File: config.mk
export PLATFORM = sky130hd
export DESIGN_NAME = qdac_serial_load
export DESIGN_NICKNAME = d
export VERILOG_FILES = /design/src/hdl/qdac_pkg.sv /design/src/hdl/qdac_sync.sv /design/src/hdl/qdac_fifo.sv /design/src/hdl/qdac_serial_load.sv
export SDC_FILE = /design/constraint.sdc
export NUM_CORES = 1
export LEC_CHECK = 0
export ABC_AREA = 0
export BUFFER_PORTS_ARGS = -buffer_cell sky130_fd_sc_hd__buf_2
export CAP_MARGIN = 5
export CORE_UTILIZATION = 35
export CTS_CLUSTER_SIZE = 16
export DETAILED_ROUTE_END_ITERATION = 8
export GPL_ROUTABILITY_DRIVEN = 0
export HOLD_SLACK_MARGIN = 0.08
export RECOVER_POWER = 100
export SYNTH_ARGS = -nofsm -noshare
export SYNTH_HDL_FRONTEND = slang
export SYNTH_SLANG_ARGS = --single-unit
File: constraint.sdc
create_clock -name pclk -period 4.31 [get_ports pclk]
set_input_delay 0.2155 -clock pclk [delete_from_list [all_inputs] [get_ports pclk]]
set_output_delay 0.2155 -clock pclk [all_outputs]
set_load 0.1 [all_outputs]
File: src/hdl/qdac_pkg.sv
// Purpose: shared constants and types of the quad converter serial load front end
// Assumes: 24-bit frames, four channels of 14-bit codes, registers on APB
// Notes: all offsets, field positions and reset values live here
package qdac_pkg;

  ////////////////////////////////////////////////////////////////////////
  // frame layout
  localparam int FRAME_BITS = 24;
  localparam int CNT_W = 5;
  localparam logic [CNT_W-1:0] FRAME_LEN = 5'h18;
  localparam int ACCEPT_POS = 23;
  localparam int CH_MSB = 22;
  localparam int CH_LSB = 21;
  localparam int PA_MSB = 20;
  localparam int PA_LSB = 16;
  localparam int CODE_W = 14;
  localparam int CH_W = 2;
  localparam int NUM_CH = 4;
  localparam int PA_W = 5;

  ////////////////////////////////////////////////////////////////////////
  // queued update entry: direct flag, channel, code
  localparam int ENT_W = 17;
  localparam int ENT_DIRECT = 16;
  localparam int ENT_CH_MSB = 15;
  localparam int ENT_CH_LSB = 14;
  localparam int FIFO_DEPTH_DEF = 8;

  ////////////////////////////////////////////////////////////////////////
  // pin bundle positions and idle levels
  localparam int PIN_SCLK = 0;
  localparam int PIN_DIN = 1;
  localparam int PIN_FRAME_SYNC_N = 2;
  localparam int PIN_LOAD = 3;
  localparam int PIN_CLEAR = 4;
  localparam int PIN_PA_LSB = 5;
  localparam int PIN_PA_MSB = 9;
  localparam int PIN_W = 10;
  localparam logic [PIN_W-1:0] PIN_IDLE = 10'h01C;

  ////////////////////////////////////////////////////////////////////////
  // register map
  localparam int ADDR_W = 8;
  localparam logic [ADDR_W-1:0] CTRL_OFS = 8'h00;
  localparam logic [ADDR_W-1:0] STATUS_OFS = 8'h04;
  localparam logic [ADDR_W-1:0] FRAMES_OFS = 8'h08;
  localparam logic [ADDR_W-1:0] INREG_BASE = 8'h10;
  localparam logic [ADDR_W-1:0] LATCH_BASE = 8'h20;
  localparam int CTRL_RISE_BIT = 0;
  localparam int CTRL_HOLD_BIT = 1;
  localparam int ST_CLEAR_BIT = 0;
  localparam int ST_FULL_BIT = 1;
  localparam int ST_EMPTY_BIT = 2;
  localparam int ST_OVF_BIT = 3;
  localparam int ST_SHORT_BIT = 4;
  localparam int ST_IGN_BIT = 5;
  localparam logic [1:0] CTRL_RST = 2'h0;
  localparam logic CLEAR_HOLD_RST = 1'b1;

  typedef enum logic [1:0] {LINK_IDLE, LINK_SHIFT, LINK_DONE} qdac_link_state_t;

endpackage : qdac_pkg

File: src/hdl/qdac_sync.sv
// Purpose: three-flop pin synchroniser with agreement filter and edge pulses
// Assumes: inputs are asynchronous to pclk
// Notes: a change counts once the second and third flops agree
`timescale 1ns/1ps
module qdac_sync #(
  parameter int WIDTH = 1,
  parameter logic [WIDTH-1:0] RST_VAL = '0
)
(
  // clock and reset
  input wire logic pclk,
  input wire logic presetn,
  // raw pins
  input wire logic [WIDTH-1:0] pin_in,
  // filtered level and edges
  output logic [WIDTH-1:0] level,
  output logic [WIDTH-1:0] rise,
  output logic [WIDTH-1:0] fall
);

  logic [WIDTH-1:0] s1_reg, s2_reg, s3_reg;
  logic [WIDTH-1:0] level_next;

  // first flop feeds only the second
  assign level_next = (~(s2_reg ^ s3_reg) & s3_reg) | ((s2_reg ^ s3_reg) & level);

  // chain, filter and edge pulses
  always_ff @(posedge pclk or negedge presetn)
  begin
    if (!presetn)
    begin
      s1_reg <= RST_VAL;
      s2_reg <= RST_VAL;
      s3_reg <= RST_VAL;
      level <= RST_VAL;
      rise <= '0;
      fall <= '0;
    end
    else
    begin
      s1_reg <= pin_in;
      s2_reg <= s1_reg;
      s3_reg <= s2_reg;
      level <= level_next;
      rise <= level_next & ~level;
      fall <= ~level_next & level;
    end
  end

endmodule : qdac_sync

File: src/hdl/qdac_fifo.sv
// Purpose: small flip-flop FIFO with valid/ready on both sides
// Assumes: single clock
// Notes: in_ready is low exactly when full
`timescale 1ns/1ps
module qdac_fifo #(
  parameter int WIDTH = 8,
  parameter int DEPTH = 8
)
(
  // clock and reset
  input wire logic pclk,
  input wire logic presetn,
  // fill side
  input wire logic in_valid,
  output logic in_ready,
  input wire logic [WIDTH-1:0] in_data,
  // drain side
  output logic out_valid,
  input wire logic out_ready,
  output logic [WIDTH-1:0] out_data
);

  localparam int PTR_W = (DEPTH > 1) ? $clog2(DEPTH) : 1;
  localparam int CNT_BITS = $clog2(DEPTH + 1);
  localparam logic [PTR_W-1:0] LAST = PTR_W'(DEPTH - 1);
  localparam logic [CNT_BITS-1:0] FULL_CNT = CNT_BITS'(DEPTH);

  logic [WIDTH-1:0] mem_reg [DEPTH];
  logic [PTR_W-1:0] wr_reg, rd_reg;
  logic [CNT_BITS-1:0] cnt_reg;
  logic push, pop;

  // handshakes
  assign in_ready = (cnt_reg != FULL_CNT);
  assign out_valid = (cnt_reg != '0);
  assign out_data = mem_reg[rd_reg];
  assign push = in_valid & in_ready;
  assign pop = out_valid & out_ready;

  // storage writes, no reset needed on data
  always_ff @(posedge pclk)
  begin
    if (push)
      mem_reg[wr_reg] <= in_data;
  end

  // pointers and fill level
  always_ff @(posedge pclk or negedge presetn)
  begin
    if (!presetn)
    begin
      wr_reg <= '0;
      rd_reg <= '0;
      cnt_reg <= '0;
    end
    else
    begin
      if (push)
        wr_reg <= (wr_reg == LAST) ? '0 : wr_reg + 1'b1;
      if (pop)
        rd_reg <= (rd_reg == LAST) ? '0 : rd_reg + 1'b1;
      if (push != pop)
        cnt_reg <= push ? cnt_reg + 1'b1 : cnt_reg - 1'b1;
    end
  end

endmodule : qdac_fifo

File: src/hdl/qdac_serial_load.sv
// Purpose: serial load front end of a quad 14-bit converter, with APB status
// Assumes: pclk 10 MHz, link pins asynchronous, serial clock at most pclk/8
// Notes: decoded frames queue in a FIFO before they touch the input registers
//
// What this block does
// RQ1 - latch codes are plain straight binary, zero low, all ones top minus one step
// RQ2 - each output follows its own latch; host data enters one input register
// RQ3 - clear low forces sense ground; held there until load is exercised
// RQ4 - a frame is 24 bits: 8 control bits then 16 data bits
// RQ5 - load high leaves outputs alone; load low copies all input registers
// RQ6 - with load low, frame end writes straight into the addressed latch
// RQ7 - bits shift into 24-bit register; only the last 24 count
// RQ8 - first bit set accepts the frame; clear means ignore the rest
// RQ9 - two channel bits pick channel one to four in binary order
// RQ10 - five address bits must match the package address pins
// RQ11 - host puts two zeros then the 14-bit code, msb first
// RQ12 - while clear is low, load is ignored and outputs stay at sense ground
// RQ13 - data sampled on one serial clock edge; frame end writes input register
// RQ14 - mismatched or unselected frames change no register or latch
//
// The implementer's own choices: the register offsets and register access over APB.
`timescale 1ns/1ps
module qdac_serial_load
  import qdac_pkg::*;
#(
  parameter int FIFO_DEPTH = FIFO_DEPTH_DEF
)
(
  // clock and reset
  input wire logic pclk,
  input wire logic presetn,
  // apb slave
  input wire logic [ADDR_W-1:0] paddr,
  input wire logic psel,
  input wire logic penable,
  input wire logic pwrite,
  input wire logic [31:0] pwdata,
  input wire logic [3:0] pstrb,
  output logic [31:0] prdata,
  output logic pready,
  output logic pslverr,
  // serial link pins
  input wire logic serial_clock,
  input wire logic serial_data_in,
  input wire logic frame_sync_n,
  input wire logic dac_load_n,
  input wire logic output_clear_n,
  input wire logic [PA_W-1:0] package_addr_pins,
  // converter side
  output logic [NUM_CH-1:0][CODE_W-1:0] dac_latch_code,
  output logic sense_ground_level
);

  ////////////////////////////////////////////////////////////////////////
  // helpers

  // sticky flag: a set in the clearing cycle wins
  function automatic logic sticky(input logic cur, input logic set, input logic clr);
    return set | (cur & ~clr);
  endfunction : sticky

  // word-aligned hit inside a bank of four registers
  function automatic logic in_bank(input logic [ADDR_W-1:0] a, input logic [ADDR_W-1:0] b);
    return (a[ADDR_W-1:4] == b[ADDR_W-1:4]) && (a[1:0] == 2'b00);
  endfunction : in_bank

  ////////////////////////////////////////////////////////////////////////
  // pin synchroniser

  logic [PIN_W-1:0] pin_raw, pin_lvl, pin_rise, pin_fall;

  assign pin_raw = {package_addr_pins, output_clear_n, dac_load_n,
                    frame_sync_n, serial_data_in, serial_clock};

  qdac_sync #(
    .WIDTH(PIN_W),
    .RST_VAL(PIN_IDLE)
  ) u_sync (
    .pclk(pclk),
    .presetn(presetn),
    .pin_in(pin_raw),
    .level(pin_lvl),
    .rise(pin_rise),
    .fall(pin_fall)
  );

  ////////////////////////////////////////////////////////////////////////
  // state

  qdac_link_state_t state_reg, state_next;
  logic [FRAME_BITS-1:0] shift_reg, shift_next;
  logic [CNT_W-1:0] bits_reg, bits_next;
  logic [1:0] ctrl_reg;
  logic ovf_reg, short_reg, ign_reg;
  logic [15:0] frames_reg;
  logic clear_hold_reg, clear_hold_next;
  logic [NUM_CH-1:0][CODE_W-1:0] inreg_reg, inreg_next;
  logic [NUM_CH-1:0][CODE_W-1:0] latch_reg, latch_next;
  logic [31:0] rdata_next;
  logic err_next;

  ////////////////////////////////////////////////////////////////////////
  // link decode

  logic sample_edge, load_low, clear_low, din_lvl;
  logic full_frame, accept, addr_match, good_frame, at_done;
  logic push_valid, push_ready, push_ok;
  logic [ENT_W-1:0] push_data;

  // one fixed serial clock edge, chosen by software
  assign sample_edge = ctrl_reg[CTRL_RISE_BIT] ? pin_rise[PIN_SCLK] : pin_fall[PIN_SCLK]; // [RQ13]
  assign din_lvl = pin_lvl[PIN_DIN];
  assign load_low = ~pin_lvl[PIN_LOAD];
  assign clear_low = ~pin_lvl[PIN_CLEAR];

  // frame evaluation in the cycle after frame sync rises
  assign at_done = (state_reg == LINK_DONE);
  assign full_frame = (bits_reg == FRAME_LEN); // [RQ4]
  assign accept = shift_reg[ACCEPT_POS]; // [RQ8]
  assign addr_match = (shift_reg[PA_MSB:PA_LSB] == pin_lvl[PIN_PA_MSB:PIN_PA_LSB]); // [RQ10]
  assign good_frame = full_frame & accept & addr_match; // [RQ14]
  assign push_valid = at_done & good_frame;
  assign push_ok = push_valid & push_ready;

  // the top two data bits are padding; only the 14-bit code is queued
  assign push_data = {load_low, shift_reg[CH_MSB:CH_LSB], shift_reg[CODE_W-1:0]}; // [RQ11]

  // frame state machine
  always_comb
  begin
    state_next = state_reg;
    shift_next = shift_reg;
    bits_next = bits_reg;
    unique case (state_reg)
      LINK_IDLE:
      begin
        if (pin_fall[PIN_FRAME_SYNC_N])
        begin
          bits_next = '0;
          state_next = LINK_SHIFT;
        end
      end
      LINK_SHIFT:
      begin
        // older bits fall off the top, so the last 24 remain
        if (sample_edge)
        begin
          shift_next = {shift_reg[FRAME_BITS-2:0], din_lvl}; // [RQ7]
          if (bits_reg != FRAME_LEN)
            bits_next = bits_reg + 1'b1;
        end
        if (pin_rise[PIN_FRAME_SYNC_N])
          state_next = LINK_DONE;
      end
      LINK_DONE:
      begin
        state_next = LINK_IDLE;
      end
      default:
      begin
        state_next = LINK_IDLE;
      end
    endcase
  end

  ////////////////////////////////////////////////////////////////////////
  // update queue

  logic ent_valid, ent_ready, apply, ent_direct;
  logic [ENT_W-1:0] ent_data;
  logic [CH_W-1:0] ent_ch;
  logic [CODE_W-1:0] ent_code;

  // software can stall the drain; the queue then fills and frames drop
  assign ent_ready = ~ctrl_reg[CTRL_HOLD_BIT];
  assign apply = ent_valid & ent_ready;
  assign ent_direct = ent_data[ENT_DIRECT];
  assign ent_ch = ent_data[ENT_CH_MSB:ENT_CH_LSB];
  assign ent_code = ent_data[CODE_W-1:0];

  qdac_fifo #(
    .WIDTH(ENT_W),
    .DEPTH(FIFO_DEPTH)
  ) u_fifo (
    .pclk(pclk),
    .presetn(presetn),
    .in_valid(push_valid),
    .in_ready(push_ready),
    .in_data(push_data),
    .out_valid(ent_valid),
    .out_ready(ent_ready),
    .out_data(ent_data)
  );

  ////////////////////////////////////////////////////////////////////////
  // input registers and converter latches

  // per channel: input register on every applied entry, latch per load mode
  always_comb
  begin
    inreg_next = inreg_reg;
    latch_next = latch_reg;
    for (int i = 0; i < NUM_CH; i++)
    begin
      if (apply && (ent_ch == CH_W'(i))) // [RQ9]
        inreg_next[i] = ent_code; // [RQ2] [RQ13]
      if (!clear_low) // [RQ12]
      begin
        if (apply && ent_direct && (ent_ch == CH_W'(i)))
          latch_next[i] = ent_code; // [RQ6]
        else if (load_low)
          latch_next[i] = inreg_reg[i]; // [RQ5]
      end
    end
  end

  // outputs stay parked until load is seen with clear released
  assign clear_hold_next = clear_low ? 1'b1 : (load_low ? 1'b0 : clear_hold_reg); // [RQ3]

  ////////////////////////////////////////////////////////////////////////
  // apb decode

  logic access, commit, wr_fire;
  logic hit_ctrl, hit_status, hit_frames, hit_inreg, hit_latch, mapped;
  logic [CH_W-1:0] bank_idx;
  logic [5:0] status_word;

  // first access cycle loads the answer, second one completes
  assign access = psel & penable & ~pready;
  assign commit = psel & penable & pready;
  assign wr_fire = commit & pwrite & pstrb[0];
  assign hit_ctrl = (paddr == CTRL_OFS);
  assign hit_status = (paddr == STATUS_OFS);
  assign hit_frames = (paddr == FRAMES_OFS);
  assign hit_inreg = in_bank(paddr, INREG_BASE);
  assign hit_latch = in_bank(paddr, LATCH_BASE);
  assign mapped = hit_ctrl | hit_status | hit_frames | hit_inreg | hit_latch;
  assign bank_idx = paddr[3:2];
  assign status_word = {ign_reg, short_reg, ovf_reg, ~ent_valid, ~push_ready, clear_hold_reg};

  // read data mux, unmapped reads give zero and an error
  always_comb
  begin
    rdata_next = '0;
    err_next = ~mapped;
    if (hit_ctrl)
      rdata_next[1:0] = ctrl_reg;
    if (hit_status)
      rdata_next[5:0] = status_word;
    if (hit_frames)
      rdata_next[15:0] = frames_reg;
    if (hit_inreg)
      rdata_next[CODE_W-1:0] = inreg_reg[bank_idx];
    if (hit_latch)
      rdata_next[CODE_W-1:0] = latch_reg[bank_idx]; // [RQ1]
  end

  ////////////////////////////////////////////////////////////////////////
  // registers

  // link side flops
  always_ff @(posedge pclk or negedge presetn)
  begin
    if (!presetn)
    begin
      state_reg <= LINK_IDLE;
      shift_reg <= '0;
      bits_reg <= '0;
    end
    else
    begin
      state_reg <= state_next;
      shift_reg <= shift_next;
      bits_reg <= bits_next;
    end
  end

  // channel storage; reset lands at code zero with outputs parked
  always_ff @(posedge pclk or negedge presetn)
  begin
    if (!presetn)
    begin
      inreg_reg <= '0;
      latch_reg <= '0;
      clear_hold_reg <= CLEAR_HOLD_RST;
    end
    else
    begin
      inreg_reg <= inreg_next;
      latch_reg <= latch_next;
      clear_hold_reg <= clear_hold_next;
    end
  end

  // control and sticky status; status bits clear on a written one
  always_ff @(posedge pclk or negedge presetn)
  begin
    if (!presetn)
    begin
      ctrl_reg <= CTRL_RST;
      ovf_reg <= 1'b0;
      short_reg <= 1'b0;
      ign_reg <= 1'b0;
      frames_reg <= '0;
    end
    else
    begin
      if (wr_fire && hit_ctrl)
        ctrl_reg <= pwdata[1:0];
      ovf_reg <= sticky(ovf_reg, push_valid & ~push_ready,
                        wr_fire & hit_status & pwdata[ST_OVF_BIT]);
      short_reg <= sticky(short_reg, at_done & ~full_frame,
                          wr_fire & hit_status & pwdata[ST_SHORT_BIT]);
      ign_reg <= sticky(ign_reg, at_done & full_frame & ~good_frame, // [RQ14]
                        wr_fire & hit_status & pwdata[ST_IGN_BIT]);
      if (push_ok)
        frames_reg <= frames_reg + 1'b1;
    end
  end

  // bus answer flops
  always_ff @(posedge pclk or negedge presetn)
  begin
    if (!presetn)
    begin
      pready <= 1'b0;
      prdata <= '0;
      pslverr <= 1'b0;
    end
    else
    begin
      pready <= access;
      pslverr <= access & err_next; // only stands with ready
      if (access)
      begin
        prdata <= rdata_next;
      end
    end
  end

  ////////////////////////////////////////////////////////////////////////
  // converter outputs straight from flops

  assign dac_latch_code = latch_reg; // [RQ1] [RQ2]
  assign sense_ground_level = clear_hold_reg; // [RQ3]

endmodule : qdac_serial_load

* Word-level counts from Yosys, hierarchy flattened
Memory sizes are Yosys's and may differ from the RTL's.
Index checks and enable logic that the tools add are counted.
** Cells by class
- Add/subtract/negate cells :: 6
- Bitwise gates (word level) :: 49
- Shifts and indexed selects :: 0
- Reductions and logical operators :: 25
- Order comparisons :: 1
- Multipliers :: 0
- Equality and inequality tests :: 25
- Div/mod/pow operators :: 0
- Muxes and demuxes :: 32
** Operator list (number)
- 14-bit two-way mux :: 12
- 14-bit binary-select mux with 2-bit select :: 2
- 1-bit bitwise AND :: 22
- 10-bit bitwise AND :: 2
- 16-bit by 1-bit adder with 16-bit output, second input constant :: 1
- 16-bit two-way mux :: 1
- 5-bit two-way mux :: 3
- 2-bit inequality test, second input constant :: 7
- 1-bit logical AND :: 12
- 2-bit AND reduction :: 6
- 1-bit inverter :: 11
- 10-bit inverter :: 1
- 10-bit bitwise OR :: 1
- 5-bit one-hot mux with 2 select lines :: 1
- 10-bit XOR :: 1
- 8-bit by 3-bit == test with 1-bit output, second input constant :: 1
- 8-bit by 4-bit == test with 1-bit output, second input constant :: 1
- 8-bit zero test :: 1
- 1-bit bitwise OR :: 7
- 3-bit by 1-bit adder with 3-bit output, second input constant :: 2
- 3-bit bitwise AND :: 2
- 2-bit == test, second input constant :: 3
- 3-bit == test, second input constant :: 2
- 2-bit zero test :: 3
- other kinds (23) :: 33
** Word-level totals
- Memories kept :: 1
- Output and inout port bits :: 91
- Memory bits (read-only) :: 0
- Register bits after elaboration :: 239
- Latch bits :: 0
- RAM bits :: 136
** Memory list
- u_fifo.mem_reg :: depth 8, width 17, rd ports 1, clocked after Yosys merged registers in 0, write ports 1, RTL line qdac_fifo.sv:28 : logic [WIDTH-1:0] mem_reg [DEPTH];

* Longest topological paths before layout
Gate-level depths: netlist of run 1.
- Depth in word-level cells :: 9
- Depth in mapped cells :: 11
- Depth with buffers taken out :: 11

* Cells and area by module
From an unflattened synthesis of run 1, not the netlist that was laid out.
** Unflattened totals
- Cell total of the unflattened synthesis :: 1112
- Area, all modules :: 16344.4 sq um
** Modules (own cells, without submodules)
- qdac_serial_load :: instances 1, sequential area each 4580.6 sq um, area an instance 8822.2 sq um, cells each 766
- qdac_fifo :: instances 1, sequential area each 4334.2 sq um, area an instance 5729.2 sq um, cells each 256
- qdac_sync :: instances 1, sequential area each 1516.5 sq um, area an instance 1793.0 sq um, cells each 90

* Worst setup path before layout of run 1
Ideal clock, no wire load.
- Path kind :: register -> register
- Start :: register bits_reg[0]
- End :: memory u_fifo.mem_reg[2][0] (netlist name) (enable)
- Arrival :: 3.002 ns
- Path slack :: 0.892 ns
- Cell stages (with the launch flop) :: 8
- Buffers on the path :: 0
- Library setup time :: 0.416 ns
- Cells stage by stage :: dfrtp_1 inv_1 ha_1 and4b_1 and3b_1 nand3_1 or2_2 nor3b_1
** Between the ends
- Longest elaborated chain between the ends :: 7
** Ends and longest elaborated chain
- from (decl) :: RTL line qdac_serial_load.sv:92 : logic [CNT_W-1:0] bits_reg, bits_next;
- from (signal assigned) :: RTL line qdac_serial_load.sv:274 : bits_reg <= bits_next;
- 5-bit == test :: RTL line qdac_serial_load.sv:118 : assign full_frame = (bits_reg == FRAME_LEN);
- 1-bit bitwise AND (2 in series) :: RTL line qdac_serial_load.sv:121 : assign good_frame = full_frame & accept & addr_match;
- 1-bit bitwise AND :: RTL line qdac_serial_load.sv:122 : assign push_valid = at_done & good_frame;
- 1-bit bitwise AND :: RTL line qdac_fifo.sv:37 : assign push = in_valid & in_ready;
- 1-bit two-way mux :: RTL line qdac_fifo.sv:43 : if (push)
- 1-bit two-way mux (not written as such) :: RTL line qdac_fifo.sv:44 : mem_reg[wr_reg] <= in_data;
- to (decl) :: RTL line qdac_fifo.sv:28
Every way passes these cells.

* Final worst setup path of run 1
- Start :: register u_fifo.rd_reg[0]
- End :: register latch_reg, in the netlist dac_latch_code[24]
** Between the ends
- Longest elaborated chain between the ends :: 5
** Ends and longest elaborated chain
- from (decl) :: RTL line qdac_fifo.sv:29 : logic [PTR_W-1:0] wr_reg, rd_reg;
- from (signal assigned) :: RTL line qdac_fifo.sv:61 : rd_reg <= (rd_reg == LAST) ? '0 : rd_reg + 1'b1;
- memory read 8 x 17 bit *
- 2-bit by 1-bit == test with 1-bit output / 1-bit logical AND (equally long branches) :: RTL line qdac_serial_load.sv:209 : if (apply && ent_direct && (ent_ch == CH_W'(i)))
- 1-bit logical AND :: RTL line qdac_serial_load.sv:209
- 2-bit inequality test (no line)
- 2-bit AND reduction (no line)
- to (signal assigned) :: RTL line qdac_serial_load.sv:290 : latch_reg <= latch_next;
- to (decl) :: RTL line qdac_serial_load.sv:98 : logic [NUM_CH-1:0][CODE_W-1:0] latch_reg, latch_next;
Every way passes the cells marked *; elsewhere a longest branch is shown, timed or not.
A chain may end at the register's enable or synchronous reset.

==> results of run 1 <==
through the flow:
stage | hold WS [ns] | utilization, % | power [mW] | setup WS [ns] | instance area (sq um)
floorplan | -0.08009 | - | 5.630 | 0.8915 | 15710
global placement | 0.2968 | 38.18 | 5.995 | 1.029 | 16850
detailed placement | 0.3041 | 38.18 | 6.015 | 0.9946 | 16850
CTS | 0.2324 | 41.32 | 9.259 | 0.9918 | 18230
global route | 0.3180 | 40.89 | 9.452 | 0.4974 | 18040
finish | 0.3170 | 40.89 | 9.123 | 0.7007 | 18040
placed cells by master, fill, tap and decap left out, types with 41 or more instances in the layout:
cell type	n
dfrtp_1	224
edfxtp_1	136
nand2_1	104
clkbuf_1	104
or3_1	60
mux4_2	59
o221a_2	56
nor2_1	52
o21ai_0	49
clkbuf_16	41
power breakdown:
| group | internal (mW) | total [mW] | switching (mW) |
|---|---|---|---|
| combinational | 0.347 | 1.76 | 1.41 |
| sequential | 3.92 | 4.15 | 0.238 |
| clock | 1.87 | 3.21 | 1.34 |
metal layers:
| layer | track usage [%] | routed length, microns | vias up | share of wire (%) |
|---|---|---|---|---|
| met5 | 0 | 0 | - | 0 |
| met4 | 4.828 | 796 | 0 | 2.2 |
| met3 | 2.490 | 1652 | 65 | 4.5 |
| met2 | 27.94 | 18440 | 227 | 50 |
| met1 | 21.88 | 15980 | 4798 | 43 |
| li1 | - | - | 4342 | - |
cell families after synthesis:
kind of cell    after synthesis  share of synthesized area [%]
simple gates                289                          9.128
fa+ha+maj                    20                          1.487
buf+inv                      91                          2.798
flops                       373                          64.08
other cells                   1                        0.02396
compound gates              167                          8.513
xor+xnor                     26                          1.455
mux                         116                          12.52
area by class of cell:
type	count	area (sq um)	share of cell area, %
Sequential cell	373	10030	55.59
Multi-Input combinational cell	634	5243	29.05
Clock buffer	66	1180	6.539
Timing Repair Buffer	148	769.5	4.264
Tap cell	592	740.7	4.105
Clock inverter	7	43.79	0.2427
Inverter	10	37.54	0.2080
how the worst max path moves through the flow:
stage	start	end	slack, ns	cells past startpoint
2_1_floorplan	bits_reg[0]	u_fifo.mem_reg[2][0]	0.89	7
3_3_place_gp	u_fifo.rd_reg[2]	dac_latch_code[52]	1.03	7
3_5_place_dp	u_fifo.rd_reg[2]	dac_latch_code[51]	0.99	7
4_1_cts	u_fifo.rd_reg[2]	dac_latch_code[51]	0.99	7
5_1_grt	u_fifo.rd_reg[0]	dac_latch_code[8]	0.50	8
6_report	u_fifo.rd_reg[0]	dac_latch_code[24]	0.70	6
critical path: stages (launching register included):
cell and delay [ns]:
dfrtp_1 0.99, mux4_1 0.69, mux2_1 0.39, or3_1 0.39
buf_4 0.23, a21boi_4 0.53, o221a_2 0.31
==> results.json, run 1 <==
{
  "outcome": "finished, violations left",
  "violations": "capacitance limit, slew limit",
  "totalNegativeSetupSlack_ns": 0,
  "portBuffers": 103,
  "period_share_pct": 83.74,
  "diodes": 0,
  "wl_per_cell_microns": 20.14,
  "yosys.area.top_type_share_pct": 35.81,
  "die_x_microns": 213.5,
  "hold_buffers": 16,
  "rr_endpoint": "dac_latch_code[24]",
  "rows": 77,
  "max_freq_ghz": 0.2771,
  "syn_area_per_cell_sq_um": 14.45,
  "dieArea_sq_um": 45570,
  "area_growth_syn_to_layout_pct": 15.27,
  "grt_max_degree": 109,
  "place_hpwl_mm": 22.65,
  "vias": 9432,
  "first_iter_violations": 756,
  "path_clk_slew_ns": 0.06,
  "via_per_inst": 5.154,
  "cts_tree": "yes",
  "async_flop_share_pct": 63.54,
  "yosys_register_bits": 373,
  "path_class": "reg -> reg",
  "cts_sinks": 373,
  "endpoint_kind": "flop",
  "cp.arrival_ns": 4.09,
  "post_route_cells_drive_above_1_share_pct": 20.92,
  "rsz0062_at_grt": "no",
  "finClkSkew_ns": 0.02031,
  "drc_errors": 0,
  "clock_path_buffers": 3,
  "post_cts_buffers": 0,
  "slew_violations": 142,
  "synth_most_common_cell": "dfrtp_1",
  "cts_buffers": 41,
  "ir_worst_vdd_mv": 0.3285,
  "fp.dieH_microns": 213.5,
  "ioPinCount": 150,
  "grt_pass1_vias": 9490,
  "cts-htree-levels": 2,
  "antenna_found_initial": 0,
  "ctsRootBufferMaster": "clkbuf_16",
  "yosysUniqueCellTypes": 60,
  "layout_min_cycle_time_ns": 3.609,
  "netlist_instances": 1083,
  "yosysWarnings": 0,
  "clock_latency_ns": 0.54,
  "synth_commonest_cells": "224 x dfrtp_1, 136 x edfxtp_1, 104 x nand2_1",
  "largest_reg_flops": 136,
  "core_area_sq_um": 44120,
  "synthTopCellsByArea": "dfrtp_1 36%, edfxtp_1 26%, mux4_2 8.5%, o221a_2 4.0%, nand2_1 2.5%",
  "initial_utilization_pct": 35.48,
  "holdPathEnd": "ctrl_reg[0]",
  "critical_path_required_ns": 4.79,
  "synth_largest_area_cell": "dfrtp_1",
  "hp-start": "pstrb[0]",
  "layoutNonFillerInstCount": 1830,
  "place_inst": 1741,
  "holdPathStages": 6,
  "synth_area_sq_um": 15650,
  "finalSetupViolations": 0,
  "cts-resized-gates": 0,
  "cellPowerDensity_nw_per_um2": 505.6,
  "r2r_slack_ns": 0.70,
  "seq_area_frac_synth_pct": 64.08,
  "ff2ff_path_depth": 6,
  "crit_fanout": 18,
  "synth-edff-count": 136,
  "cap_violations": 3,
  "maxSlewHeadroom_pct": -64.03,
  "hp-class": "in -> reg",
  "grt_pass1_wl_mm": 57.03,
  "antenna_left": 0,
  "p_leak_nw": 6.984,
  "startpoint_type": "flop",
  "synthFlopType": "dfrtp_1",
  "drt-total-wl_mm": 36.86,
  "gr-total-overflow": 0,
  "n_fill_cell": 4196,
  "r2r_start": "u_fifo.rd_reg[0]",
  "worstMarginPinSlew_ns": 2.460,
  "final_nets": 1277,
  "grt.total_usage_pct": 16.48,
  "final-hold-violation-count": 0,
  "drtPass1Iterations": 5
}
No activity file was read; power rests on OpenSTA's default activity.
==> run 2, diff against run 1 <==
==> constraint.sdc (replaced) <==
create_clock -name pclk -period 3.5 [get_ports pclk]
set_input_delay 0.175 -clock pclk [delete_from_list [all_inputs] [get_ports pclk]]
set_output_delay 0.175 -clock pclk [all_outputs]
set_load 0.1 [all_outputs]
==> results.json, run 2 (synthesis results as in run 1) <==
{
  "startpoint_type": "flop",
  "cts-resized-gates": 0,
  "clock_latency_ns": 0.54,
  "cts_tree": "yes",
  "final_nets": 1291,
  "slew_violations": 119,
  "outcome": "finished, violations left",
  "totalNegativeSetupSlack_ns": 0,
  "largest_reg_flops": 136,
  "cap_violations": 2,
  "finClkSkew_ns": 0.01680,
  "crit_fanout": 14,
  "wl_per_cell_microns": 20.24,
  "layout_common_cells": "223 x dfrtp_1, 136 x edfxtp_1, 104 x nand2_1",
  "finalSetupViolations": 0,
  "first_iter_violations": 792,
  "fin_area_sq_um": 18360,
  "drtPass1Iterations": 5,
  "rows": 77,
  "post_cts_buffers": 0,
  "initial_utilization_pct": 35.48,
  "area_growth_syn_to_layout_pct": 17.27,
  "cts_sinks": 373,
  "fp.dieH_microns": 213.5,
  "layout_min_cycle_time_ns": 3.133,
  "period_share_pct": 89.52,
  "place_hpwl_mm": 23.25,
  "place_area_sq_um": 16960,
  "path_clk_slew_ns": 0.06,
  "violations": "capacitance limit, slew limit",
  "grt_pass1_wl_mm": 57.81,
  "grt_pass1_vias": 9713,
  "cts_buffers": 40,
  "die_x_microns": 213.5,
  "cts-htree-levels": 2,
  "vias": 9638,
  "rsz0062_at_grt": "no",
  "endpoint_kind": "flop",
  "maxSlewHeadroom_pct": -49.95,
  "grt.total_usage_pct": 16.67,
  "max_freq_ghz": 0.3192,
  "cp.arrival_ns": 3.60,
  "clock_path_buffers": 3,
  "core_area_sq_um": 44120,
  "hp-class": "in -> reg",
  "ctsRootBufferMaster": "clkbuf_16",
  "path_class": "reg -> reg",
  "ir_worst_vdd_mv": 0.3637,
  "critical_path_required_ns": 3.97,
  "hold_buffers": 16,
  "final_common_cell": "dfrtp_1",
  "ioPinCount": 150,
  "final-hold-violation-count": 0,
  "gr-total-overflow": 0,
  "cellPowerDensity_nw_per_um2": 639.2,
  "grt_max_degree": 101,
  "antenna_found_initial": 0,
  "diodes": 0,
  "antenna_left": 0,
  "via_per_inst": 5.221,
  "dieArea_sq_um": 45570,
  "worstMarginPinSlew_ns": 2.249,
  "p_leak_nw": 7.182,
  "post-route-util_pct": 41.60,
  "drc_errors": 0,
  "post_route_cells_drive_above_1_share_pct": 23.76,
  "portBuffers": 103,
  "drt-total-wl_mm": 37.37
}
-- run 2: cell count changes in the layout (fill, tap and decap cells not counted), sizes merged --
cell      previous run  this run
buf                 43        53
bufinv               0         3
clkbuf             155       157
clkinv               5         7
inv                 11         9
clkinvlp             1         2
-- run 2: layout make-up --
| class | instances | area [sq um] |
|---|---|---|
| multi-input combinational | 634 | 5253 |
| fill | 4103 | 25770 |
| clock buffer | 63 | 1281 |
| sequential | 373 | 10030 |
| inverter | 10 | 37.54 |
| timing repair buffer | 163 | 865.8 |
| tap | 592 | 740.7 |
| clock inverter | 11 | 146.4 |
-- run 2: final timing paths --
kind,start,endpoint,slack [ns],cells past startpoint
hold reg to reg,u_sync.s1_reg[0],u_sync.s2_reg[0],0.35,0
hold / removal,paddr[5],pslverr,0.24,4
min in group asynchronous,presetn,u_sync.s2_reg[1],0.81,2
max in group asynchronous,presetn,dac_latch_code[24],0.79,3
setup reg to reg,u_fifo.rd_reg[2],dac_latch_code[23],0.37,8
setup / recovery,u_fifo.rd_reg[2],dac_latch_code[23],0.37,8
-- run 2: routing by layer --
metal / track usage [%] / vias up / share of wire (%)
li1: - / 4370 / -
met1: 22.66 / 4931 / 44
met2: 27.30 / 265 / 48
met3: 2.592 / 72 / 5.2
met4: 5.493 / 0 / 2.7
met5: 0 / - / 0
-- run 2: critical path: stages (launching register included) --
cell and delay (ns):
dfrtp_1 0.80, clkbuf_2 0.47, nor2b_1 0.09, a22oi_1 0.23
nand4b_1 0.19, or3_1 0.41, a21boi_4 0.16, clkbuf_2 0.43
o221a_2 0.28
-- run 2: where the power goes --
part / total, mW / switching (mW) / internal (mW) / leakage [nW]
registers: 5.11 / 0.284 / 4.82 / 4.29
clock network: 4.45 / 1.71 / 2.74 / 0.701
logic: 2.18 / 1.75 / 0.427 / 2.20
-- run 2: metrics by stage --
| stage | hold slack, ns | cells | power (mW) | setup slack, ns |
|---|---|---|---|---|
| after floorplan | -0.1206 | 1098 | 6.933 | 0.08152 |
| after global placement | 0.2111 | 1756 | 7.386 | 0.6163 |
| after detailed placement | 0.2162 | 1756 | 7.410 | 0.6132 |
| after CTS | 0.1682 | 1846 | 11.89 | 0.5643 |
| after global routing | 0.2844 | 1846 | 12.13 | 0.2053 |
| final | 0.2412 | 1846 | 11.73 | 0.3668 |
